[src/rtl/pmc_pkg.sv]
// Power mode and clock manager: shared constants, states and carriers.
// Assumes one 125 MHz core clock and a 32-bit Avalon-MM register port.
package pmc_pkg;
	localparam int        CLK_PERIOD_NS   = 8;
	// Register byte offsets
	localparam logic [3:0] OFS_PWR_CTRL   = 4'h0;
	localparam logic [3:0] OFS_PWR_MODE   = 4'h4;
	localparam logic [3:0] OFS_EXT_FLAG   = 4'h8;
	localparam logic [3:0] OFS_STATUS     = 4'hc;
	// power_control_reg fields
	localparam int        BIT_IDLE        = 0;
	localparam int        BIT_PDOWN       = 1;
	// power_mode_reg fields
	localparam int        BIT_DIV_LO      = 6;
	localparam int        BIT_SWB         = 5;
	localparam int        BIT_AMP_OFF     = 3;
	// ext_int_flag_reg fields
	localparam int        BIT_SRC_SEL     = 3;
	localparam int        BIT_RC_ACTIVE   = 2;
	localparam int        BIT_RC_WAKE     = 1;
	// status register fields
	localparam int        BIT_XTAL_RDY    = 4;
	// Divider encodings and reset value
	localparam logic [1:0] DIV_RSVD       = 2'h0;
	localparam logic [1:0] DIV_4          = 2'h1;
	localparam logic [1:0] DIV_64         = 2'h2;
	localparam logic [1:0] DIV_1024       = 2'h3;
	localparam logic [1:0] DIV_RESET      = DIV_4;
	localparam logic [9:0] CLKS_4         = 10'h004;
	localparam logic [9:0] CLKS_64        = 10'h040;
	localparam logic [9:0] CLKS_1024      = 10'h3ff + 10'h001;
	// Timing
	localparam int        EXT_RST_CLKS    = 8;
	localparam int        RST_HOLD_CLKS   = 8;
	localparam int        WDT_DELAY_CLKS  = 512;
	localparam logic [9:0] EXT_RST_CNT    = 10'(EXT_RST_CLKS);
	localparam logic [9:0] RST_HOLD_CNT   = 10'(RST_HOLD_CLKS);
	localparam logic [9:0] WDT_DELAY_CNT  = 10'(WDT_DELAY_CLKS);

	typedef enum logic [1:0] {
		PMC_RUN   = 2'b00,
		PMC_IDLE  = 2'b01,
		PMC_PDOWN = 2'b11
	} pmc_mode_t;

	typedef struct packed {
		logic rx_start_fall;
		logic rx_enable;
		logic buf_write;
		logic busy;
	} pmc_ser_t;

	typedef struct packed {
		logic [1:0] pin_n;
		logic [1:0] enable;
		logic [1:0] level_mode;
		logic       global_irq_enable;
		logic       ext_ack;
		logic       irq_pending;
	} pmc_irq_t;

	typedef struct packed {
		logic ale;
		logic program_fetch_strobe;
		logic override;
		logic port0_float;
		logic port2_addr;
	} pmc_pins_t;
endpackage

[src/rtl/pmc_top.sv]
// Power mode and clock manager: idle, economy divider, switchback,
// clock source choice, power-down and its wake paths.
// Assumes CPU pulses instr_done at each instruction end; all inputs synchronous.
//
// What this block does
// - Idle bit gates CPU clock after instruction
// - Idle holds strobes high, CPU state frozen
// - Enabled interrupt clears idle, runs service
// - Reset pin held eight clocks resets
// - Watchdog runs in idle, resets after 512
// - Divider field selects 4, 64, 1024
// - Peripherals follow divider; idle uses four
// - Divider change waits one instruction
// - Source select applies after one instruction
// - Crystal select refused until crystal ready
// - Switchback forces divide four on triggers
// - Divider writes ignored during busy serial while switchback is on
// - Every reset forces divide by four
// - Power-down stops clocks, strobes low
// - Reset pin wakes power-down at zero
// - Enabled low-level interrupt wakes power-down
// - Wake on RC, then back to crystal
// - Port float and address per mode
//
// Chosen here: the Avalon-MM register port and the placing of the registers.
`timescale 1ns/1ps
`default_nettype none
module pmc_top
	import pmc_pkg::*;
(
	input  wire logic        core_clk,
	input  wire logic        rst_n,
	input  wire logic [3:0]  avs_address,
	input  wire logic        avs_read,
	input  wire logic        avs_write,
	input  wire logic [31:0] avs_writedata,
	output logic [31:0]      avs_readdata,
	output logic             avs_waitrequest,
	input  wire logic        instr_done,
	input  wire logic        external_reset_pin,
	input  wire logic        wdt_timeout,
	input  wire logic        wdt_restart,
	input  wire logic        wdt_reset_en,
	input  wire logic        xtal_stable,
	input  wire logic        ext_prog_mem,
	input  wire pmc_ser_t    ser,
	input  wire pmc_irq_t    irq,
	output logic             cpu_clk_en,
	output logic             core_tick,
	output logic             periph_tick,
	output logic             sys_reset,
	output logic             wake_irq,
	output logic             xtal_amp_en,
	output logic             clk_src_rc,
	output pmc_pins_t        pins
);
	logic [1:0] rst_sync_r;
	logic       rstn;
	pmc_mode_t  mode_r;
	logic       idle_bit_r, pd_bit_r;
	logic [1:0] div_cur_r, div_pend_r;
	logic       div_pend_v_r, swb_r, amp_off_r;
	logic       src_sel_r, src_apply_r, rc_wake_sel_r, wake_rc_r, xtal_rdy_r;
	logic [9:0] div_cnt_r, ext_cnt_r, hold_cnt_r, wdt_cnt_r;
	logic       wdt_flag_r, wdt_rst_r, ack_r, wake_irq_r;
	logic       wr_en, swb_hit, irq_wake_pd, ext_rst_seen, mc_tick, rc_active;
	logic [9:0] limit;
	logic [7:0] rd_mux;
	function automatic logic [9:0] div_clks(input logic [1:0] sel);
		unique case (sel)
			DIV_64:   div_clks = CLKS_64;
			DIV_1024: div_clks = CLKS_1024;
			default:  div_clks = CLKS_4;
		endcase
	endfunction
	always_ff @(posedge core_clk or negedge rst_n) begin
		if (!rst_n) begin
			rst_sync_r <= 2'h0;
		end else begin
			rst_sync_r <= {rst_sync_r[0], 1'b1};
		end
	end
	assign rstn = rst_sync_r[1];
	// One wait state per access; write lands on the edge waitrequest is low
	assign avs_waitrequest = (avs_read | avs_write) & ~ack_r;
	assign wr_en           = avs_write & ack_r;
	always_ff @(posedge core_clk or negedge rstn) begin
		if (!rstn) begin
			ack_r <= 1'b0;
		end else begin
			ack_r <= (avs_read | avs_write) & ~ack_r;
		end
	end
	assign rc_active = ~src_apply_r | wake_rc_r;
	always_comb begin
		rd_mux = 8'h00;
		unique case (avs_address)
			OFS_PWR_CTRL: begin
				rd_mux[BIT_IDLE]  = idle_bit_r;
				rd_mux[BIT_PDOWN] = pd_bit_r;
			end
			OFS_PWR_MODE: begin
				rd_mux[BIT_DIV_LO +: 2] = div_cur_r;
				rd_mux[BIT_SWB]         = swb_r;
				rd_mux[BIT_AMP_OFF]     = amp_off_r;
			end
			OFS_EXT_FLAG: begin
				rd_mux[BIT_SRC_SEL]   = src_sel_r;
				rd_mux[BIT_RC_ACTIVE] = rc_active;
				rd_mux[BIT_RC_WAKE]   = rc_wake_sel_r;
			end
			OFS_STATUS: rd_mux[BIT_XTAL_RDY] = xtal_rdy_r;
			default: rd_mux = 8'h00;
		endcase
	end
	always_ff @(posedge core_clk or negedge rstn) begin
		if (!rstn) begin
			avs_readdata <= 32'h0;
		end else if (avs_read & ~ack_r) begin
			avs_readdata <= {24'h0, rd_mux};
		end
	end
	assign ext_rst_seen = ext_cnt_r >= EXT_RST_CNT;
	always_ff @(posedge core_clk or negedge rstn) begin
		if (!rstn) begin
			ext_cnt_r  <= 10'h0;
			hold_cnt_r <= 10'h0;
		end else begin
			if (!external_reset_pin)
				ext_cnt_r <= 10'h0;
			else if (!ext_rst_seen)
				ext_cnt_r <= ext_cnt_r + 10'h1;
			// Reset stays on two machine cycles after the pin or watchdog lets go
			if (ext_rst_seen || wdt_rst_r)
				hold_cnt_r <= RST_HOLD_CNT;
			else if (hold_cnt_r != 10'h0)
				hold_cnt_r <= hold_cnt_r - 10'h1;
		end
	end
	assign sys_reset = ext_rst_seen | wdt_rst_r | (hold_cnt_r != 10'h0);
	always_ff @(posedge core_clk or negedge rstn) begin
		if (!rstn) begin
			wdt_flag_r <= 1'b0;
			wdt_cnt_r  <= 10'h0;
			wdt_rst_r  <= 1'b0;
		end else if (mode_r == PMC_PDOWN || sys_reset || wdt_restart) begin
			wdt_flag_r <= 1'b0;
			wdt_cnt_r  <= 10'h0;
			wdt_rst_r  <= 1'b0;
		end else if (wdt_timeout) begin
			wdt_flag_r <= 1'b1;
			wdt_cnt_r  <= 10'h0;
		end else if (wdt_flag_r) begin
			wdt_cnt_r <= wdt_cnt_r + 10'h1;
			if (wdt_reset_en && wdt_cnt_r == WDT_DELAY_CNT - 10'h1) begin
				wdt_rst_r  <= 1'b1;
				wdt_flag_r <= 1'b0;
			end
		end
	end
	assign irq_wake_pd = irq.global_irq_enable &
		|(~irq.pin_n & irq.enable & irq.level_mode);

	always_ff @(posedge core_clk or negedge rstn) begin
		if (!rstn) begin
			mode_r     <= PMC_RUN;
			idle_bit_r <= 1'b0;
			pd_bit_r   <= 1'b0;
			wake_irq_r <= 1'b0;
		end else if (sys_reset) begin
			mode_r     <= PMC_RUN;
			idle_bit_r <= 1'b0;
			pd_bit_r   <= 1'b0;
			wake_irq_r <= 1'b0;
		end else begin
			wake_irq_r <= 1'b0;
			unique case (mode_r)
				PMC_RUN: begin
					if (wr_en && avs_address == OFS_PWR_CTRL) begin
						idle_bit_r <= avs_writedata[BIT_IDLE];
						pd_bit_r   <= avs_writedata[BIT_PDOWN];
					end else if (instr_done && pd_bit_r) begin
						mode_r <= PMC_PDOWN;
					end else if (instr_done && idle_bit_r) begin
						mode_r <= PMC_IDLE;
					end
				end
				PMC_IDLE: begin
					if (irq.irq_pending) begin
						idle_bit_r <= 1'b0;
						mode_r     <= PMC_RUN;
						wake_irq_r <= 1'b1;
					end
				end
				PMC_PDOWN: begin
					if (irq_wake_pd) begin
						pd_bit_r   <= 1'b0;
						idle_bit_r <= 1'b0;
						mode_r     <= PMC_RUN;
						wake_irq_r <= 1'b1;
					end
				end
				default: mode_r <= PMC_RUN;
			endcase
		end
	end
	assign wake_irq = wake_irq_r;
	assign swb_hit = swb_r & ((ser.rx_start_fall & ser.rx_enable) | ser.buf_write | irq.ext_ack);

	always_ff @(posedge core_clk or negedge rstn) begin
		if (!rstn) begin
			div_cur_r    <= DIV_RESET;
			div_pend_r   <= DIV_RESET;
			div_pend_v_r <= 1'b0;
			swb_r        <= 1'b0;
			amp_off_r    <= 1'b0;
		end else if (sys_reset) begin
			div_cur_r    <= DIV_RESET;
			div_pend_r   <= DIV_RESET;
			div_pend_v_r <= 1'b0;
			swb_r        <= 1'b0;
			amp_off_r    <= 1'b0;
		end else begin
			if (swb_hit) begin
				div_cur_r    <= DIV_4;
				div_pend_v_r <= 1'b0;
			end else if (div_pend_v_r && instr_done) begin
				div_cur_r    <= div_pend_r;
				div_pend_v_r <= 1'b0;
			end
			if (wr_en && avs_address == OFS_PWR_MODE) begin
				swb_r <= avs_writedata[BIT_SWB];
				// amplifier off only while on RC
				if (rc_active)
					amp_off_r <= avs_writedata[BIT_AMP_OFF];
				// ignore during serial activity while switchback is on; reserved code ignored
				if (!(swb_r && ser.busy) && !swb_hit &&
				    avs_writedata[BIT_DIV_LO +: 2] != DIV_RSVD) begin
					div_pend_r   <= avs_writedata[BIT_DIV_LO +: 2];
					div_pend_v_r <= 1'b1;
				end
			end
		end
	end

	always_ff @(posedge core_clk or negedge rstn) begin
		if (!rstn) begin
			src_sel_r     <= 1'b1;
			src_apply_r   <= 1'b1;
			rc_wake_sel_r <= 1'b0;
			wake_rc_r     <= 1'b0;
			xtal_rdy_r    <= 1'b0;
		end else begin
			xtal_rdy_r <= xtal_stable & ~amp_off_r & (mode_r != PMC_PDOWN);
			if (sys_reset) begin
				src_sel_r     <= 1'b1;
				src_apply_r   <= 1'b1;
				rc_wake_sel_r <= 1'b0;
			end else begin
				if (wr_en && avs_address == OFS_EXT_FLAG) begin
					rc_wake_sel_r <= avs_writedata[BIT_RC_WAKE];
					if (!avs_writedata[BIT_SRC_SEL] || xtal_rdy_r)
						src_sel_r <= avs_writedata[BIT_SRC_SEL];
				end
				if (instr_done)
					src_apply_r <= src_sel_r;
			end
			// run on RC until the crystal settles
			if (mode_r == PMC_PDOWN && irq_wake_pd && rc_wake_sel_r && !sys_reset)
				wake_rc_r <= 1'b1;
			else if (xtal_rdy_r)
				wake_rc_r <= 1'b0;
		end
	end
	assign clk_src_rc  = rc_active;
	assign xtal_amp_en = ~amp_off_r & (mode_r != PMC_PDOWN);
	assign limit   = (mode_r == PMC_IDLE) ? CLKS_4 - 10'h1 : div_clks(div_cur_r) - 10'h1;
	assign mc_tick = div_cnt_r >= limit;
	always_ff @(posedge core_clk or negedge rstn) begin
		if (!rstn) begin
			div_cnt_r <= 10'h0;
		end else if (mc_tick || mode_r == PMC_PDOWN) begin
			div_cnt_r <= 10'h0;
		end else begin
			div_cnt_r <= div_cnt_r + 10'h1;
		end
	end
	assign cpu_clk_en  = (mode_r == PMC_RUN) & ~sys_reset;
	assign core_tick   = mc_tick & cpu_clk_en;
	assign periph_tick = mc_tick & (mode_r != PMC_PDOWN);
	always_ff @(posedge core_clk or negedge rstn) begin
		if (!rstn) begin
			pins <= '0;
		end else begin
			pins.override             <= mode_r != PMC_RUN;
			pins.ale                  <= mode_r == PMC_IDLE;
			pins.program_fetch_strobe <= mode_r == PMC_IDLE;
			pins.port0_float          <= ext_prog_mem & (mode_r != PMC_RUN);
			pins.port2_addr           <= ext_prog_mem & (mode_r == PMC_IDLE);
		end
	end

	a_idle_gate: assert property (@(posedge core_clk) disable iff (!rstn)
		mode_r == PMC_IDLE |-> !cpu_clk_en && !core_tick)
		else $error("cpu clock runs in idle");
	a_idle_strobe: assert property (@(posedge core_clk) disable iff (!rstn)
		mode_r == PMC_IDLE ##1 mode_r == PMC_IDLE |-> pins.ale && pins.program_fetch_strobe)
		else $error("strobes not high in idle");
	a_idle_wake: assert property (@(posedge core_clk) disable iff (!rstn)
		mode_r == PMC_IDLE && irq.irq_pending && !sys_reset
		|=> mode_r == PMC_RUN && !idle_bit_r && wake_irq)
		else $error("interrupt did not end idle");
	a_ext_reset: assert property (@(posedge core_clk) disable iff (!rstn)
		external_reset_pin [*8] |=> sys_reset)
		else $error("reset pin not recognized");
	a_wdt_delay: assert property (@(posedge core_clk) disable iff (!rstn)
		wdt_rst_r && !$past(wdt_rst_r) |-> $past(wdt_cnt_r) == WDT_DELAY_CNT - 10'h1)
		else $error("watchdog reset at wrong count");
	a_div_legal: assert property (@(posedge core_clk) disable iff (!rstn)
		div_cur_r != DIV_RSVD)
		else $error("reserved divider active");
	a_idle_rate: assert property (@(posedge core_clk) disable iff (!rstn)
		periph_tick && mode_r == PMC_IDLE ##1 mode_r == PMC_IDLE [*4] |-> periph_tick)
		else $error("idle peripheral rate not four");
	a_xtal_refuse: assert property (@(posedge core_clk) disable iff (!rstn)
		!src_sel_r && !xtal_rdy_r && !sys_reset |=> !src_sel_r)
		else $error("crystal selected while not ready");
	a_switchback: assert property (@(posedge core_clk) disable iff (!rstn)
		swb_hit && !sys_reset |=> div_cur_r == DIV_4)
		else $error("switchback missed");
	a_reset_div: assert property (@(posedge core_clk) disable iff (!rstn)
		sys_reset |=> div_cur_r == DIV_4)
		else $error("reset left slow divider");
	a_pd_stop: assert property (@(posedge core_clk) disable iff (!rstn)
		mode_r == PMC_PDOWN |-> !periph_tick && !cpu_clk_en)
		else $error("clocks running in power-down");
	a_pd_wake: assert property (@(posedge core_clk) disable iff (!rstn)
		mode_r == PMC_PDOWN && irq_wake_pd && !sys_reset |=> !pd_bit_r && mode_r == PMC_RUN)
		else $error("power-down bit kept after wake");

	c_idle_wake: cover property (@(posedge core_clk) disable iff (!rstn)
		mode_r == PMC_IDLE ##1 wake_irq);
	c_pd_wake: cover property (@(posedge core_clk) disable iff (!rstn)
		mode_r == PMC_PDOWN ##1 mode_r == PMC_RUN);
	c_slow_back: cover property (@(posedge core_clk) disable iff (!rstn)
		div_cur_r == DIV_1024 ##1 swb_hit);
	c_rc_wake: cover property (@(posedge core_clk) disable iff (!rstn)
		wake_rc_r ##1 !wake_rc_r);
endmodule
`default_nettype wire

[config.mk]
export PLATFORM = sky130hd
export DESIGN_NAME = pmc_top
export DESIGN_NICKNAME = d
export VERILOG_FILES = /design/src/rtl/pmc_pkg.sv /design/src/rtl/pmc_top.sv
export SDC_FILE = /design/constraint.sdc
export NUM_CORES = 1
export LEC_CHECK = 0
export ABC_AREA = 0
export BUFFER_PORTS_ARGS = -buffer_cell sky130_fd_sc_hd__buf_2
export CORE_UTILIZATION = 40
export DETAILED_ROUTE_END_ITERATION = 8
export SYNTH_ARGS = -nofsm -noshare
export SYNTH_HDL_FRONTEND = slang
export SYNTH_SLANG_ARGS = --single-unit
[constraint.sdc]
create_clock -name core_clk -period 4.2 [get_ports core_clk]
set_clock_uncertainty 0.15 [all_clocks]
set_input_delay 0.84 -clock core_clk [delete_from_list [all_inputs] [get_ports core_clk]]
set_output_delay 0.84 -clock core_clk [all_outputs]
set_load 0.01 [all_outputs]
==> impl_metrics.py <==
metrics = {
    "setup_path": {
        "cpPeakStageDelay_ns": 0.58,
        "cp_top_family": "simple AND/OR/NAND/NOR gates",
        "worstPathArrival_ns": 2.30,
        "cp_cell_sequence": "nor4_4 > nand4b_4 > nor2_4 > inv_2 > nor3_1 > buf_2",
        "endpoint_kind": "primary output",
        "ff2ff_setup_slack_ns": 1.95,
        "reg2regPathDepth": 7,
        "worst_r2r_startpoint": "mode_r[1]",
        "r2r-end": "div_cnt_r[2]",
        "criticalPathCategory": "flop to primary output",
        "worstPathMaxFanout": 15,
        "start_kind": "flop",
        "slowest_stage": "nor4_4",
        "cp_num_buf_inv": 2,
        "required_ns": 3.21,
    },
    "routing": {
        "routedWlPerCell_um": 12.8,
        "drtIter0Drc": 117,
        "drc": 0,
        "firstDrtPassIters": 4,
        "ant_nets": 0,
        "routed_wl_um": 7360,
        "viasPerCell": 4.87,
        "num_vias": 2792,
    },
    "clock_network": {
        "cts_inserted_buffers": 9,
        "clkLatencyLatePin_ns": 0.34,
        "cts_resized": 0,
        "cts_hold_buf": 0,
        "post_cts_buffers": 0,
        "clock_tree.root_cell": "clkbuf_8",
        "htreeDepth": 3,
        "clk_path_buf_depth": 2,
        "path_clk_slew_ns": 0.08,
        "clock_sinks": 74,
        "cts_tree": "yes",
    },
    "synthesis": {
        "ys.flop_type": "dfrtp_1",
        "synthCells": 381,
        "synth_seq_cells": 74,
        "ys_types": 62,
        "synth_edf_count": 0,
        "ys_async_sr_fraction": 1.00,
        "syn_avg_cell_area_um2": 10.2,
        "syn_area_um2": 3890,
        "yosys_warnings": 0,
        "seq_area_frac_synth": 0.478,
    },
    "finish": {
        "area_growth_pct": 13.3,
        "multi_input_area_um2": 1860,
        "drive_gt1_frac": 0.221,
        "nets": 513,
        "layout_commonest_cell": "dfrtp_1",
        "antenna_cells": 0,
        "nFillCells": 880,
        "final_cell_mix": "dfrtp_1, buf_2, nor2_1, nand2_1, conb_1",
        "seq_area_um2": 1860,
    },
    "sta": {
        "finalSetupViolations": 0,
        "period_needed_ns": 3.29,
        "slew_violations": 0,
        "setup_slack_ns": 0.912,
        "rsz0062_at_grt": "no",
        "setup-tns-final_ns": 0,
        "hold_violations": 0,
        "max_freq_ghz": 0.304,
        "post-route-period-util": 0.783,
        "worst_pin_slew_ns": 0.946,
        "relSlewSlack": 0.369,
    },
    "floorplan": {
        "coreArea_um2": 9330,
        "ios": 105,
        "dieWidth_um": 101,
        "fp.dieArea_um2": 10100,
        "start_util": 0.417,
        "die-height_um": 101,
        "rows": 35,
    },
    "grt": {
        "grt-ovfl-total": 0,
        "grt_pass1_wl_um": 12600,
        "grt_usage": 0.160,
        "grt_pass1_vias": 2690,
        "grt_max_degree": 44,
        "antenna_found_initial": 0,
    },
    "placement": {
        "gp_congestion": 0.785,
        "dp_hpwl_um": 5470,
        "pre_cts_ws_ns": 1.24,
        "numPortBuffers": 54,
    },
    "power_and_ir_drop": {
        "leakagePower_nw": 1.97,
        "powerDensity_nw_per_um2": 357,
        "ir_drop_mv": 0.221,
    },
    "status": {
        "status": "completed",
    },
    "run": {
        "maxCapViolCount": 0,
    },
    "worst_hold_path": {
        "worstHoldPathType": "input port to asynchronous set/reset pin",
    },
}
-- flip-flops by register name (all words and copies together) (netlist names), 2 cells and up --
signal / flops
pins: 4
wdt_cnt_r: 10
div_pend_r: 2
mode_r: 2
div_cnt_r: 10
rst_sync_r: 2
div_cur_r: 2
hold_cnt_r: 10
ext_cnt_r: 10
avs_readdata: 8
-- layout make-up --
cell class | count | area share
Tap cell | 129 | 0.0367
Timing Repair Buffer | 55 | 0.0631
Sequential cell | 74 | 0.422
Inverter | 9 | 0.00767
Clock inverter | 5 | 0.0179
Multi-Input combinational cell | 290 | 0.423
Clock buffer | 11 | 0.0298
-- worst max-delay path by stage --
stage / startpoint / end / slack, ns / depth (start not counted)
floorplan: hold_cnt_r[4] / cpu_clk_en / 1.55 / 6
global placement: hold_cnt_r[4] / core_tick / 1.29 / 6
detailed placement: hold_cnt_r[4] / core_tick / 1.24 / 6
CTS: hold_cnt_r[4] / core_tick / 0.87 / 6
global route: hold_cnt_r[4] / core_tick / 0.74 / 6
finish: hold_cnt_r[4] / core_tick / 0.91 / 6
-- synthesized netlist by cell type (all sizes together) (2+ instances only) --
master  count  area, um2
and2       13       81.3
nand4b      4       65.1
nor4b       2       23.8
nand2b      4       25.0
nand2      39        149
a21oi      15       86.3
a22oi       2       15.0
dfrtp      70       1750
mux2i       5       50.1
and3        5       31.3
or4         2       18.8
nand3b      2       15.0
buf        27        206
o211ai      2       15.0
a211oi      6       45.0
nor4        5       67.6
nand4      12       75.1
a31oi       2       12.5
nand3      17       95.1
xnor2      13        114
dfstp       4        105
conb        2       7.51
nor2       41        161
a21bo       2       20.0
inv         9       33.8
nor3       10       50.1
o21ai      14       70.1
a211o       2       17.5
clkbuf      4       15.0
xor2       11       96.3
ha         14        175
nor2b       3       18.8
-- power by group --
part,total [W],internal (W),switching (W)
Combinational,0.000157,0.0000729,0.0000845
Sequential,0.000829,0.000760,0.0000689
Clock,0.000584,0.000334,0.000250
-- stage by stage --
stage | instances | hold WS [ns] | area (um2) | total power, W | util
6_report | 573 | 0.116 | 4400 | 0.00157 | 0.472
5_1_grt | 573 | 0.0866 | 4400 | 0.00166 | 0.472
4_1_cts | 573 | 0.0925 | 4400 | 0.00160 | 0.472
3_5_place_dp | 557 | 0.187 | 4190 | 0.00100 | 0.449
3_3_place_gp | 557 | 0.188 | 4190 | 0.000995 | 0.449
2_1_floorplan | 404 | 0.181 | 3970 | 0.000961 | -
-- logic make-up (layout without fill, tap and decap cells) --
kind of cell / count (synthesis) / after routing / share of synthesized area
DFF: 74 / 74 / 0.478
and+or+nand+nor: 167 / 167 / 0.243
AOI/OAI and AO/OA: 55 / 55 / 0.0992
adders and majority gates: 14 / 14 / 0.0451
other: 2 / 25 / 0.00193
buffers and inverters: 40 / 80 / 0.0657
muxes: 5 / 5 / 0.0129
xor gates and xnor gates: 24 / 24 / 0.0541
-- metal layers --
metal,up-vias,wire length [um],GRT usage
met1,1327,3440,0.209
met2,61,3550,0.257
met5,-,0,0
li1,1398,-,-
met3,6,312,0.0437
met4,0,64,0.0524
No activity file was read; power rests on OpenSTA's default activity.
